File: config.mk
export PLATFORM = sky130hd
export DESIGN_NAME = wiper_washer_controller
export DESIGN_NICKNAME = d
export VERILOG_FILES = /design/src/design/wiper_pkg.sv /design/src/design/wiper_tick.sv /design/src/design/wiper_debounce.sv /design/src/design/wiper_washer_controller.sv
export VERILOG_INCLUDE_DIRS = /design/src /design/src/design
export SDC_FILE = /design/constraint.sdc
export NUM_CORES = 1
export LEC_CHECK = 0
export BUFFER_PORTS_ARGS = -buffer_cell sky130_fd_sc_hd__buf_2
export CAP_MARGIN = 20
export CORE_MARGIN = 8
export CORE_UTILIZATION = 59
export DETAILED_ROUTE_END_ITERATION = 7
export GPL_ROUTABILITY_DRIVEN = 0
export PLACE_DENSITY = 0.85
export SYNTH_ARGS = -nofsm -noshare
export SYNTH_HDL_FRONTEND = slang
export SYNTH_SLANG_ARGS = --single-unit
File: constraint.sdc
create_clock -name pclk -period 5.8 [get_ports pclk]
set_clock_uncertainty 0.05 [all_clocks]
set_input_delay 0.29 -clock pclk [delete_from_list [all_inputs] [get_ports pclk]]
set_output_delay 0.29 -clock pclk [all_outputs]
set_load 0.005 [all_outputs]
File: src/design/wiper_regs.svh
// register offsets, field positions, reset values and timing figures of the wiper and washer controller
`ifndef WIPER_REGS_SVH
`define WIPER_REGS_SVH

// ===================================
// register map (byte addresses)
`define WW_CTRL_OFFSET 12'h000
`define WW_STATUS_OFFSET 12'h004

// ===================================
// control register fields
`define WW_CTRL_RWASH_WIPE_BIT 0
`define WW_CTRL_RESET 32'h0000_0000

// ===================================
// status register fields
`define WW_STAT_FRONT_WIPE_BIT 0
`define WW_STAT_REAR_WIPE_BIT 1
`define WW_STAT_FRONT_PUMP_BIT 2
`define WW_STAT_REAR_PUMP_BIT 3
`define WW_STAT_HEAD_WASH_BIT 4
`define WW_STAT_INPUTS_LSB 8

// ===================================
// switch input vector positions
`define WW_IN_IGN1 0
`define WW_IN_IGN2 1
`define WW_IN_INTERVAL 2
`define WW_IN_FRONT_WASH 3
`define WW_IN_REAR_WIPE 4
`define WW_IN_REAR_WASH 5
`define WW_IN_HEADLAMP 6
`define WW_IN_REVERSE 7
`define WW_IN_SEL_LSB 8
`define WW_IN_COUNT 11

// ===================================
// timing, clock rate and tick period
`define WW_CLK_KHZ 20000
`define WW_TICK_MS 1
`define WW_TICK_CYCLES (`WW_CLK_KHZ * `WW_TICK_MS)
`define WW_DEBOUNCE_MS 100
`define WW_DEBOUNCE_TICKS ((`WW_DEBOUNCE_MS + `WW_TICK_MS - 1) / `WW_TICK_MS)
`define WW_PAUSE_MIN_MS 3000
`define WW_PAUSE_STEP_MS 2000
`define WW_PAUSE_STEPS 5
`define WW_RWASH_DELAY_MS 400
`define WW_RWASH_DELAY_TICKS ((`WW_RWASH_DELAY_MS + `WW_TICK_MS - 1) / `WW_TICK_MS)
`define WW_WIPE_CYCLE_MS 1200
`define WW_WIPE_CYCLE_TICKS (`WW_WIPE_CYCLE_MS / `WW_TICK_MS)
`define WW_WASH_CYCLES 3

`endif

File: src/design/wiper_pkg.sv
// types shared by the wiper and washer controller
package wiper_pkg;

  // ===================================
  // front wiper sequencer states
  typedef enum logic [1:0] {
    front_idle,
    front_wipe,
    front_pause
  } front_state_t;

  // ===================================
  // millisecond counter type, wide enough for the longest pause
  typedef logic [13:0] ms_count_t;

endpackage : wiper_pkg

File: src/design/wiper_tick.sv
// fixed-period tick generator from the system clock
`timescale 1ns/1ns
`default_nettype none
`include "wiper_regs.svh"

module wiper_tick #(
  parameter int TICK_CYCLES = `WW_TICK_CYCLES
) (
  // clock and reset
  input wire logic pclk,
  input wire logic presetn,
  // one-cycle tick pulse
  output logic tick
);

  // ===================================
  // cycle counter
  localparam int CW = $clog2(TICK_CYCLES + 1);
  logic [CW-1:0] cnt_q; // cycles since last tick
  logic [CW-1:0] cnt_d;
  logic tick_q;
  logic tick_d;
  wire wrap = (cnt_q == CW'(TICK_CYCLES - 1));

  assign cnt_d = wrap ? '0 : cnt_q + CW'(1);
  assign tick_d = wrap;
  assign tick = tick_q;

  // counter cleared on reset so all timing starts aligned
  always_ff @(posedge pclk or negedge presetn) begin
    if (!presetn) begin
      cnt_q <= '0;
      tick_q <= 1'b0;
    end else begin
      cnt_q <= cnt_d;
      tick_q <= tick_d;
    end
  end

endmodule : wiper_tick
`default_nettype wire

File: src/design/wiper_debounce.sv
// two-flop synchroniser and tick-based debouncer for switch pins
`timescale 1ns/1ns
`default_nettype none
`include "wiper_regs.svh"

module wiper_debounce #(
  parameter int WIDTH = `WW_IN_COUNT,
  parameter int STABLE_TICKS = `WW_DEBOUNCE_TICKS
) (
  // clock and reset
  input wire logic pclk,
  input wire logic presetn,
  // tick and raw pins
  input wire logic tick,
  input wire logic [WIDTH-1:0] pins,
  // filtered levels
  output logic [WIDTH-1:0] clean
);

  localparam int DW = $clog2(STABLE_TICKS + 1);

  // ===================================
  // synchroniser, first stage feeds only the second
  logic [WIDTH-1:0] meta_q;
  logic [WIDTH-1:0] sync_q;
  logic [WIDTH-1:0] clean_q;

  always_ff @(posedge pclk or negedge presetn) begin
    if (!presetn) begin
      meta_q <= '0;
      sync_q <= '0;
    end else begin
      meta_q <= pins;
      sync_q <= meta_q;
    end
  end

  assign clean = clean_q;

  // ===================================
  // one stability counter per input
  genvar i;
  generate
    for (i = 0; i < WIDTH; i++) begin : g_bit
      logic [DW-1:0] cnt_q; // ticks the new level has held
      logic [DW-1:0] cnt_d;
      wire differs = (sync_q[i] != clean_q[i]);
      wire settled = (cnt_q == DW'(STABLE_TICKS - 1)) && tick;
      // any bounce back restarts the count, so short blips are dropped
      assign cnt_d = !differs ? '0 : (tick ? cnt_q + DW'(1) : cnt_q);
      always_ff @(posedge pclk or negedge presetn) begin
        if (!presetn) begin
          cnt_q <= '0;
          clean_q[i] <= 1'b0;
        end else if (differs && settled) begin
          cnt_q <= '0;
          clean_q[i] <= sync_q[i];
        end else begin
          cnt_q <= cnt_d;
        end
      end
    end
  endgenerate

endmodule : wiper_debounce
`default_nettype wire

File: src/design/wiper_washer_controller.sv
// wiper and washer controller: switch inputs, relay outputs and apb register access
//
// The implementer's own choices: the register addresses and the APB interface to the registers.
`timescale 1ns/1ns
`default_nettype none
`include "wiper_regs.svh"

module wiper_washer_controller #(
  parameter int TICK_CYCLES = `WW_TICK_CYCLES,
  parameter int DEBOUNCE_TICKS = `WW_DEBOUNCE_TICKS,
  parameter int WIPE_CYCLE_TICKS = `WW_WIPE_CYCLE_TICKS
) (
  // clock and reset
  input wire logic pclk,
  input wire logic presetn,
  // apb slave
  input wire logic psel,
  input wire logic penable,
  input wire logic pwrite,
  input wire logic [11:0] paddr,
  input wire logic [31:0] pwdata,
  output logic [31:0] prdata,
  output logic pready,
  output logic pslverr,
  // ignition and vehicle status pins
  input wire logic ign_pos1,
  input wire logic ign_pos2,
  input wire logic headlamps_on,
  input wire logic reverse_sel,
  // driver switch pins
  input wire logic front_interval_sw,
  input wire logic [2:0] interval_sel,
  input wire logic front_wash_sw,
  input wire logic rear_wipe_sw,
  input wire logic rear_wash_sw,
  // relay drive outputs
  output logic front_wiper_run,
  output logic rear_wiper_run,
  output logic front_pump_run,
  output logic rear_pump_run,
  output logic headlamp_wash_run
);

  // ===================================
  // pause length for a selector position, top positions clamp to the longest
  function automatic wiper_pkg::ms_count_t pause_ticks(input logic [2:0] pos);
    logic [2:0] step;
    step = (pos >= 3'(`WW_PAUSE_STEPS)) ? 3'(`WW_PAUSE_STEPS - 1) : pos;
    pause_ticks = 14'((`WW_PAUSE_MIN_MS + `WW_PAUSE_STEP_MS * int'(step)) / `WW_TICK_MS);
  endfunction : pause_ticks

  // ===================================
  // tick source
  logic tick; // one pulse per millisecond

  wiper_tick #(
    .TICK_CYCLES(TICK_CYCLES)
  ) u_tick (
    .pclk(pclk),
    .presetn(presetn),
    .tick(tick)
  );

  // ===================================
  // pin synchronising and debouncing
  logic [`WW_IN_COUNT-1:0] raw_pins; // gathered switch pins
  logic [`WW_IN_COUNT-1:0] sw; // debounced levels

  assign raw_pins = {interval_sel, reverse_sel, headlamps_on, rear_wash_sw, rear_wipe_sw,
                     front_wash_sw, front_interval_sw, ign_pos2, ign_pos1};

  wiper_debounce #(
    .WIDTH(`WW_IN_COUNT),
    .STABLE_TICKS(DEBOUNCE_TICKS)
  ) u_debounce (
    .pclk(pclk),
    .presetn(presetn),
    .tick(tick),
    .pins(raw_pins),
    .clean(sw)
  );

  // ===================================
  // ignition gating
  wire ign_front_ok = sw[`WW_IN_IGN1] | sw[`WW_IN_IGN2]; // position I or II
  wire ign_rear_ok = sw[`WW_IN_IGN2]; // position II only
  wire [2:0] sel_pos = sw[`WW_IN_SEL_LSB +: 3];

  // ===================================
  // control register and its decoded field
  logic [31:0] ctrl_q; // software configuration
  wire rwash_wipe_en = ctrl_q[`WW_CTRL_RWASH_WIPE_BIT]; // rear wash also wipes

  // ===================================
  // front washer and interval requests
  // front wash gated
  wire front_wash_req = ign_front_ok & sw[`WW_IN_FRONT_WASH];
  wire interval_req = ign_front_ok & sw[`WW_IN_INTERVAL];

  // ===================================
  // front wiper sequencer
  wiper_pkg::front_state_t fstate_q; // sequencer state
  wiper_pkg::front_state_t fstate_d;
  wiper_pkg::ms_count_t ftime_q; // ticks in current state
  wiper_pkg::ms_count_t ftime_d;
  logic [1:0] wash_left_q; // wash wipes still owed
  logic [1:0] wash_left_d;

  wire [13:0] pause_len = pause_ticks(sel_pos);
  wire wipe_done = tick && (ftime_q == 14'(WIPE_CYCLE_TICKS - 1));
  wire pause_done = tick && (ftime_q >= pause_len - 14'd1);
  wire [1:0] left_after = (wash_left_q != 2'd0) ? wash_left_q - 2'd1 : 2'd0;

  // next state of the front sequencer
  always_comb begin
    fstate_d = fstate_q;
    ftime_d = tick ? ftime_q + 14'd1 : ftime_q;
    wash_left_d = wash_left_q;
    case (fstate_q)
      wiper_pkg::front_idle: begin
        ftime_d = '0;
        if (front_wash_req || interval_req) begin
          fstate_d = wiper_pkg::front_wipe;
        end
      end
      wiper_pkg::front_wipe: begin
        if (wipe_done) begin
          ftime_d = '0;
          wash_left_d = left_after;
          // keep wiping while washing or while wash wipes remain
          if (front_wash_req || left_after != 2'd0) begin
            fstate_d = wiper_pkg::front_wipe;
          end else if (interval_req) begin
            fstate_d = wiper_pkg::front_pause;
          end else begin
            fstate_d = wiper_pkg::front_idle;
          end
        end
      end
      wiper_pkg::front_pause: begin
        if (front_wash_req || pause_done) begin
          // a wash press cuts the pause short
          fstate_d = wiper_pkg::front_wipe;
          ftime_d = '0;
        end else if (!interval_req) begin
          fstate_d = wiper_pkg::front_idle;
        end
      end
      default: begin
        fstate_d = wiper_pkg::front_idle;
      end
    endcase
    if (front_wash_req) begin
      wash_left_d = 2'(`WW_WASH_CYCLES);
    end
    if (!ign_front_ok) begin
      fstate_d = wiper_pkg::front_idle;
      ftime_d = '0;
      wash_left_d = 2'd0;
    end
  end

  // front sequencer registers
  always_ff @(posedge pclk or negedge presetn) begin
    if (!presetn) begin
      fstate_q <= wiper_pkg::front_idle;
      ftime_q <= '0;
      wash_left_q <= 2'd0;
    end else begin
      fstate_q <= fstate_d;
      ftime_q <= ftime_d;
      wash_left_q <= wash_left_d;
    end
  end

  // ===================================
  // rear wash delay timer
  logic [8:0] rwash_time_q; // ticks the rear wash has been held
  logic [8:0] rwash_time_d;
  wire rear_wash_req = ign_rear_ok & sw[`WW_IN_REAR_WASH];
  wire rwash_delay_over = (rwash_time_q == 9'(`WW_RWASH_DELAY_TICKS));

  // counter saturates once the delay has passed, restarts on release
  assign rwash_time_d = !rear_wash_req ? 9'd0 :
                        (tick && !rwash_delay_over) ? rwash_time_q + 9'd1 : rwash_time_q;

  always_ff @(posedge pclk or negedge presetn) begin
    if (!presetn) begin
      rwash_time_q <= 9'd0;
    end else begin
      rwash_time_q <= rwash_time_d;
    end
  end

  // ===================================
  // relay drive decisions
  logic front_wiper_q;
  logic rear_wiper_q;
  logic front_pump_q;
  logic rear_pump_q;
  logic head_wash_q;

  wire front_wiper_d = (fstate_q == wiper_pkg::front_wipe);
  wire rwash_wipe = rwash_wipe_en & rear_wash_req & rwash_delay_over;
  wire rear_wiper_d = ign_rear_ok & (sw[`WW_IN_REAR_WIPE] | sw[`WW_IN_REVERSE] | rwash_wipe);
  wire head_wash_d = sw[`WW_IN_HEADLAMP] & front_wash_req;

  // every relay output comes from a flop
  always_ff @(posedge pclk or negedge presetn) begin
    if (!presetn) begin
      front_wiper_q <= 1'b0;
      rear_wiper_q <= 1'b0;
      front_pump_q <= 1'b0;
      rear_pump_q <= 1'b0;
      head_wash_q <= 1'b0;
    end else begin
      front_wiper_q <= front_wiper_d;
      rear_wiper_q <= rear_wiper_d;
      front_pump_q <= front_wash_req;
      rear_pump_q <= rear_wash_req;
      head_wash_q <= head_wash_d;
    end
  end

  assign front_wiper_run = front_wiper_q;
  assign rear_wiper_run = rear_wiper_q;
  assign front_pump_run = front_pump_q;
  assign rear_pump_run = rear_pump_q;
  assign headlamp_wash_run = head_wash_q;

  // ===================================
  // apb decode
  logic pready_q; // one wait state, then ready
  logic pslverr_q;
  logic [31:0] prdata_q;

  wire access = psel & penable;
  wire hit_ctrl = (paddr == `WW_CTRL_OFFSET);
  wire hit_status = (paddr == `WW_STATUS_OFFSET);
  wire mapped = hit_ctrl | hit_status;
  wire do_write = access & pready_q & pwrite & hit_ctrl;

  // status word: live outputs plus filtered inputs
  wire [31:0] status_word = {13'd0, sw, 3'd0, head_wash_q, rear_pump_q, front_pump_q,
                             rear_wiper_q, front_wiper_q};
  wire [31:0] read_word = hit_ctrl ? ctrl_q : (hit_status ? status_word : 32'h0000_0000);

  // answer prepared in the first access cycle, presented in the second
  always_ff @(posedge pclk or negedge presetn) begin
    if (!presetn) begin
      pready_q <= 1'b0;
      pslverr_q <= 1'b0;
      prdata_q <= 32'h0000_0000;
    end else begin
      pready_q <= access & ~pready_q;
      pslverr_q <= access & ~pready_q & ~mapped;
      prdata_q <= (access & ~pready_q & ~pwrite) ? read_word : 32'h0000_0000;
    end
  end

  // control register, only the mode bit is writable
  always_ff @(posedge pclk or negedge presetn) begin
    if (!presetn) begin
      ctrl_q <= `WW_CTRL_RESET;
    end else if (do_write) begin
      ctrl_q <= {31'd0, pwdata[`WW_CTRL_RWASH_WIPE_BIT]};
    end
  end

  assign pready = pready_q;
  assign pslverr = pslverr_q;
  assign prdata = prdata_q;

endmodule : wiper_washer_controller
`default_nettype wire

== Word level (Yosys, flattened, before mapping) ==
Cells that the tools add are included.

* Add/subtract/negate cells: 17
* Multiply operators: 1
* Order comparisons: 2
* Equal/unequal tests: 45
* Muxes and demuxes: 58
* Bitwise logic cells: 21
* Reductions and logical operators: 35

{| class="wikitable"
|+ Operators by type and width
! kind !! count
|-
| 2-to-1 mux 7 bit || 33
|-
| adder 7 x 1 -> 7 bit, second input constant || 11
|-
| equality test 7 bit, second input constant || 11
|-
| 2-to-1 mux 19 bit || 3
|-
| 2-to-1 mux 14 bit || 4
|-
| case mux 14 bit (3 select lines) || 1
|-
| != test 3 bit, second input constant || 13
|-
| logical AND 1 bit || 25
|-
| 2-to-1 mux 2 bit || 12
|-
| 2-to-1 mux 9 bit || 2
|-
| adder 15 x 1 -> 15 bit, second input constant || 1
|-
| equality test 15 bit, second input constant || 1
|-
| 2-to-1 mux 15 bit || 1
|-
| adder 12 x 14 -> 14 bit, first input constant || 1
|-
| adder 14 x 1 -> 14 bit, second input constant || 1
|-
| AND 1 bit || 14
|-
| equality test 14 x 11 -> 1 bit, second input constant || 1
|-
| >= comparator 14 bit || 1
|-
| subtractor 14 x 1 -> 14 bit, second input constant || 1
|-
| equality test 12 x 3 -> 1 bit, second input constant || 1
|-
| logical NOT 12 bit || 1
|-
| != test 1 bit || 11
|-
| multiplier 7 x 3 -> 10 bit, first input constant || 1
|-
| adder 9 x 1 -> 9 bit, second input constant || 1
|-
| other kinds (18) || 27
|}

* Register bits: 180
* Input bits: 60
* Output and inout port bits: 39
* Logic and storage cells: 218

== Longest topological paths before layout ==
* Word-level depth: 11
* Mapped depth: 17
* Mapped depth without buffers: 16

== Hierarchy ==
Synthesis repeated with hierarchy kept, for this count alone.

* Cells, all modules: 828
* Area total of the unflattened synthesis: 8921.1 µm²

{| class="wikitable"
|+ By module, submodules not included
! module !! times used !! cells an instance !! area each (µm²) !! seq. area each (µm²)
|-
| wiper_debounce || 1 || 463 || 5170.0 || 2752.6
|-
| wiper_washer_controller || 1 || 301 || 3030.4 || 1276.2
|-
| wiper_tick || 1 || 64 || 720.7 || 400.4
|}

== Worst setup path before layout ==
No wires, ideal clock.

* Path kind: register to register
* Start: reg u_debounce.clean_q[10], in the netlist u_debounce.clean[10]
* End: reg ftime_q[10]
* Library setup time: 0.086 ns
* Arrival time: 4.118 ns
* Required time: 5.664 ns
* Slack: 1.547 ns
* Stages on the path, launching flop included: 15
* Buffers on the path: 1
* Clock period less this slack: 4.253 ns
* Cells stage by stage: dfrtp_1 inv_1 nand2_1 fa_1 fa_1 fa_1 nor2b_1 a221oi_1 xnor2_1 ha_1 and4_1 a311oi_1 a311oi_2 buf_4 nor3_1

* Longest elaborated chain between the ends: 11

{| class="wikitable"
|+ RTL lines
! element !! line !! text
|-
| from (decl) || wiper_debounce.sv:26 || <nowiki>logic [WIDTH-1:0] clean_q;</nowiki>
|-
| from (signal, indexed assignment) || wiper_debounce.sv:57 || <nowiki>clean_q[i] <= sync_q[i];</nowiki>
|-
| >= comparator 3 bit || wiper_washer_controller.sv:48 || <nowiki>step = (pos >= 3'(`WW_PAUSE_STEPS)) ? 3'(`WW_PAUSE_STEPS - 1) : pos;</nowiki>
|-
| 2-to-1 mux 3 bit * || wiper_washer_controller.sv:48 ||
|-
| multiplier 7 x 3 -> 10 bit (no line) * || n/a ||
|-
| adder 12 x 14 -> 14 bit (no line) * || n/a ||
|-
| subtractor 14 x 1 -> 14 bit * || wiper_washer_controller.sv:111 || <nowiki>wire pause_done = tick && (ftime_q >= pause_len - 14'd1);</nowiki>
|-
| >= comparator 14 bit * || wiper_washer_controller.sv:111 ||
|-
| logical AND 1 bit * || wiper_washer_controller.sv:111 ||
|-
| logical OR 1 bit * || wiper_washer_controller.sv:141 || <nowiki>if (front_wash_req || pause_done) begin</nowiki>
|-
| 2-to-1 mux 14 bit * || wiper_washer_controller.sv:141 ||
|-
| case mux 14 bit (3 select lines) * || wiper_washer_controller.sv:119 || <nowiki>case (fstate_q)</nowiki>
|-
| 2-to-1 mux 14 bit * || wiper_washer_controller.sv:156 || <nowiki>if (!ign_front_ok) begin</nowiki>
|-
| net ftime_d[10] || wiper_washer_controller.sv:105 || <nowiki>wiper_pkg::ms_count_t ftime_d;</nowiki>
|-
| to (signal assigned) || wiper_washer_controller.sv:171 || <nowiki>ftime_q <= ftime_d;</nowiki>
|-
| to (decl) || wiper_washer_controller.sv:104 || <nowiki>wiper_pkg::ms_count_t ftime_q;</nowiki>
|}

Mark *: on every way through the listed nets, which the timed path passes. The rest lies on a longest branch.
A chain may end at the register's enable or synchronous reset.

== Final worst setup path ==
* Start: reg u_debounce.clean_q[10], in the netlist u_debounce.clean[10]
* End: reg ftime_q[8]

Same word-level chain as after synthesis.

==> impl_results.md <==
- Outcome: finished clean
- Yosys reg bits: 177
- Residual DRC: 0
- Port-buffer cells: 51
- Resized Gates After CTS: 0
- I/O Pins: 99
- Setup-failing EPs final: 0
- Die Wd: 139.1 µm
- Largest cells by area after synthesis: dfrtp_1 50%, ha_1 4.9%, o21ai_0 4.6%, xor2_1 3.8%, nor2_1 3.0%
- Die height: 139.1 µm
- Clk_lat worst skew: 0.43 ns
- Fmax: 0.2110 GHz
- Max Transition Viols Final: 0
- Number of synthesized flops with an enable pin: 0
- Number of max-cap violations: 0
- Routed WL per cell: 15.39 µm
- Reg2Reg Depth: 14
- Final wirelength: 17760 µm
- Antenna diodes: 0
- Crit start category: flip-flop
- Hold WC Path Type: input port to flip-flop
- Antenna-violating nets left: 0
- First-pass GRT wire length: 30350 µm
- Register area share after synthesis: 0.4952
- Fin Setup TNS: 0 ns
- Ys Warns: 0
- Hold Path Cell Cnt: 2
- Core box area: 15030 µm²
- Mean post-synth cell area: 10.09 µm²
- Area grow syn2layout: 12.34%
- Vias in the first global route: 6783
- Critical path class: flip-flop to flip-flop
- Final #Nets: 1052
- Most instantiated cells after synthesis: 177 x dfrtp_1, 82 x o21ai_0, 72 x nor2_1
- Cell Pwr Density: 249.2 nW/µm²
- Initial drt markers: 439
- Final min period: 4.739 ns
- Fill count: 1082
- DR vias/cell: 5.886
- Final Hold Viols: 0
- VDD IR-drop max: 0.2008 mV
- Ys async rst share: 1.000
- Max Root-Sink Buffers: 2
- Slew HR: 0.3397
- Pleak: 4.600 nW
- Clock sink total: 177
- Required @ worst endpoint: 6.08 ns
- Initial antenna violation count: 0
- RSZ-0062 raised after global routing: false
- Share of cells above drive strength 1: 0.1149
- Synth Instances: 886
- Netlist cell types: 61
- Element type at the critical path end: flip-flop
- Crit path DAT: 5.02 ns
- Root buffer cell: clkbuf_16
- Top cell type's share of synthesized area: 0.4952
- Dominant synthesized flop cell: dfrtp_1
- Final period util: 0.8171
- Via count: 6792
- Worst-Margin Slew: 0.9904 ns
- Synthesized cell area: 8944 µm²
- Die area: 19350 µm²
- Post-CTS setup buffers: 0
- DP HPWL: 11800 µm
- Clock-pin slew on the worst setup and hold paths: 0.06 ns
- Cell Rows: 45
- Global route overflow: 0
- Largest net degree at the start of global routing: 113
- Max H-tree Level: 4
- Synth area leader: dfrtp_1
- Crit Path Max Fanout: 15
- Most numerous cell in the Yosys netlist: dfrtp_1
- Drt pass-1 iters: 5
- CTS tree: built
- Initial Utilization: 0.5949
- Fin util: 0.6683
- GRT Util Overall: 0.1882
- CTS buffer count: 17
flip-flops by register name, summed over array words and instances, names as in the netlist:
| register | flops |
|---|---|
| ctrl_q | 1 |
| front_pump_run | 1 |
| front_wiper_run | 1 |
| fstate_q | 2 |
| ftime_q | 14 |
| headlamp_wash_run | 1 |
| prdata | 16 |
| pready | 1 |
| pslverr | 1 |
| rear_pump_run | 1 |
| rear_wiper_run | 1 |
| rwash_time_q | 9 |
| u_debounce.clean | 11 |
| u_debounce.g_bit.cnt_q | 77 |
| u_debounce.meta_q | 11 |
| u_debounce.sync_q | 11 |
| u_tick.cnt_q | 15 |
| u_tick.tick | 1 |
| wash_left_q | 2 |
per-layer routing:
metal  part of all wire  track usage
met2               0.50       0.3195
met3              0.036      0.04200
met4              0.023      0.08839
met5                  0            0
met1               0.44       0.2240
final cells by class:
cell class,count,area [µm²],area share
clock buffers,18,429.2,0.04272
clock inverters,14,180.2,0.01793
inverters,29,108.9,0.01083
multi-input cells,661,4252,0.4232
flip-flops and latches,177,4431,0.4410
well taps,188,235.2,0.02341
repair buffers,67,411.6,0.04097
worst paths after layout:
path / startpoint / slack (ns) / to
min reg2reg: u_debounce.meta_q[3]$_DFF_PN0_ / 0.30 / u_debounce.sync_q[3]$_DFF_PN0_
min in group asynchronous: presetn / 0.49 / u_debounce.g_bit[6].cnt_q[5]$_DFFE_PN0P_
max in group asynchronous: presetn / 3.86 / u_debounce.g_bit[1].cnt_q[6]$_DFFE_PN0P_
min: pwdata[0] / 0.04 / ctrl_q[0]$_DFFE_PN0P_
max: u_debounce.clean[10]$_DFFE_PN0P_ / 1.06 / ftime_q[8]$_DFF_PN0_
max reg2reg: u_debounce.clean[10]$_DFFE_PN0P_ / 1.06 / ftime_q[8]$_DFF_PN0_
cells by family after synthesis:
logic type	count (synthesis)	synth area share
simple gates	361	0.2132
flops	177	0.4952
compound gates	164	0.1139
xor+xnor	65	0.06365
buf+inv	63	0.03637
fa+ha+maj	39	0.05792
mux	16	0.01931
other cells	1	0.0004193
cells in the final DEF, fill, tap and decap left out, types with 4 or more instances in the layout:
cell type	instances
nand2b_1	28
buf_4	4
o31ai_1	25
o311ai_1	6
mux2i_1	6
a21oi_1	18
nand4_1	14
clkbuf_16	17
nand4b_1	12
fa_1	4
xnor2_1	26
ha_1	35
nand3b_1	4
o21bai_1	10
o22ai_1	4
nor4_1	5
mux2_2	10
dfrtp_1	176
conb_1	16
inv_1	28
xor2_1	39
and3_1	40
nor2b_1	21
o21ai_0	82
nor2_1	72
a31oi_1	4
nand3_1	47
buf_2	50
nand2_1	67
nor3_1	30
dlygate4sd3_1	12
stage by stage:
step | total power, mW | hold slack (ns) | worst slack, ns | area (µm²) | cells
3_3_place_gp | 1.343 | 0.2820 | 1.199 | 9318 | 1110
6_report | 2.504 | 0.04171 | 1.061 | 10050 | 1154
2_1_floorplan | 1.309 | -0.05559 | 1.547 | 9000 | 901
5_1_grt | 2.592 | 0.04074 | 0.8229 | 10050 | 1154
3_5_place_dp | 1.345 | 0.2870 | 1.079 | 9318 | 1110
4_1_cts | 2.531 | 0.03019 | 1.081 | 10050 | 1154
report_power, final:
group / internal (mW) / leakage (nW) / switching (mW)
Combinational: 0.0246 / 1.91 / 0.0499
Clock: 0.686 / 0.291 / 0.490
Sequential: 1.25 / 2.40 / 0.00765
worst max-delay path: stages (launching register included):
cell	delay, ns
dfrtp_1	0.48
inv_1	0.23
nand2_1	0.23
fa_1	0.61
fa_1	0.50
fa_1	0.41
nor2b_1	0.15
a221oi_1	0.33
xnor2_1	0.16
ha_1	0.26
and4_1	0.24
a311oi_1	0.39
a311oi_2	0.16
buf_4	0.22
nor3_1	0.24
what timing repair did:
action	4_1_cts	5_1_grt
hold endpoints to repair	98	0
setup endpoints to repair	0	0
hold buffers	12	0
No activity file was read; power rests on OpenSTA's default activity.
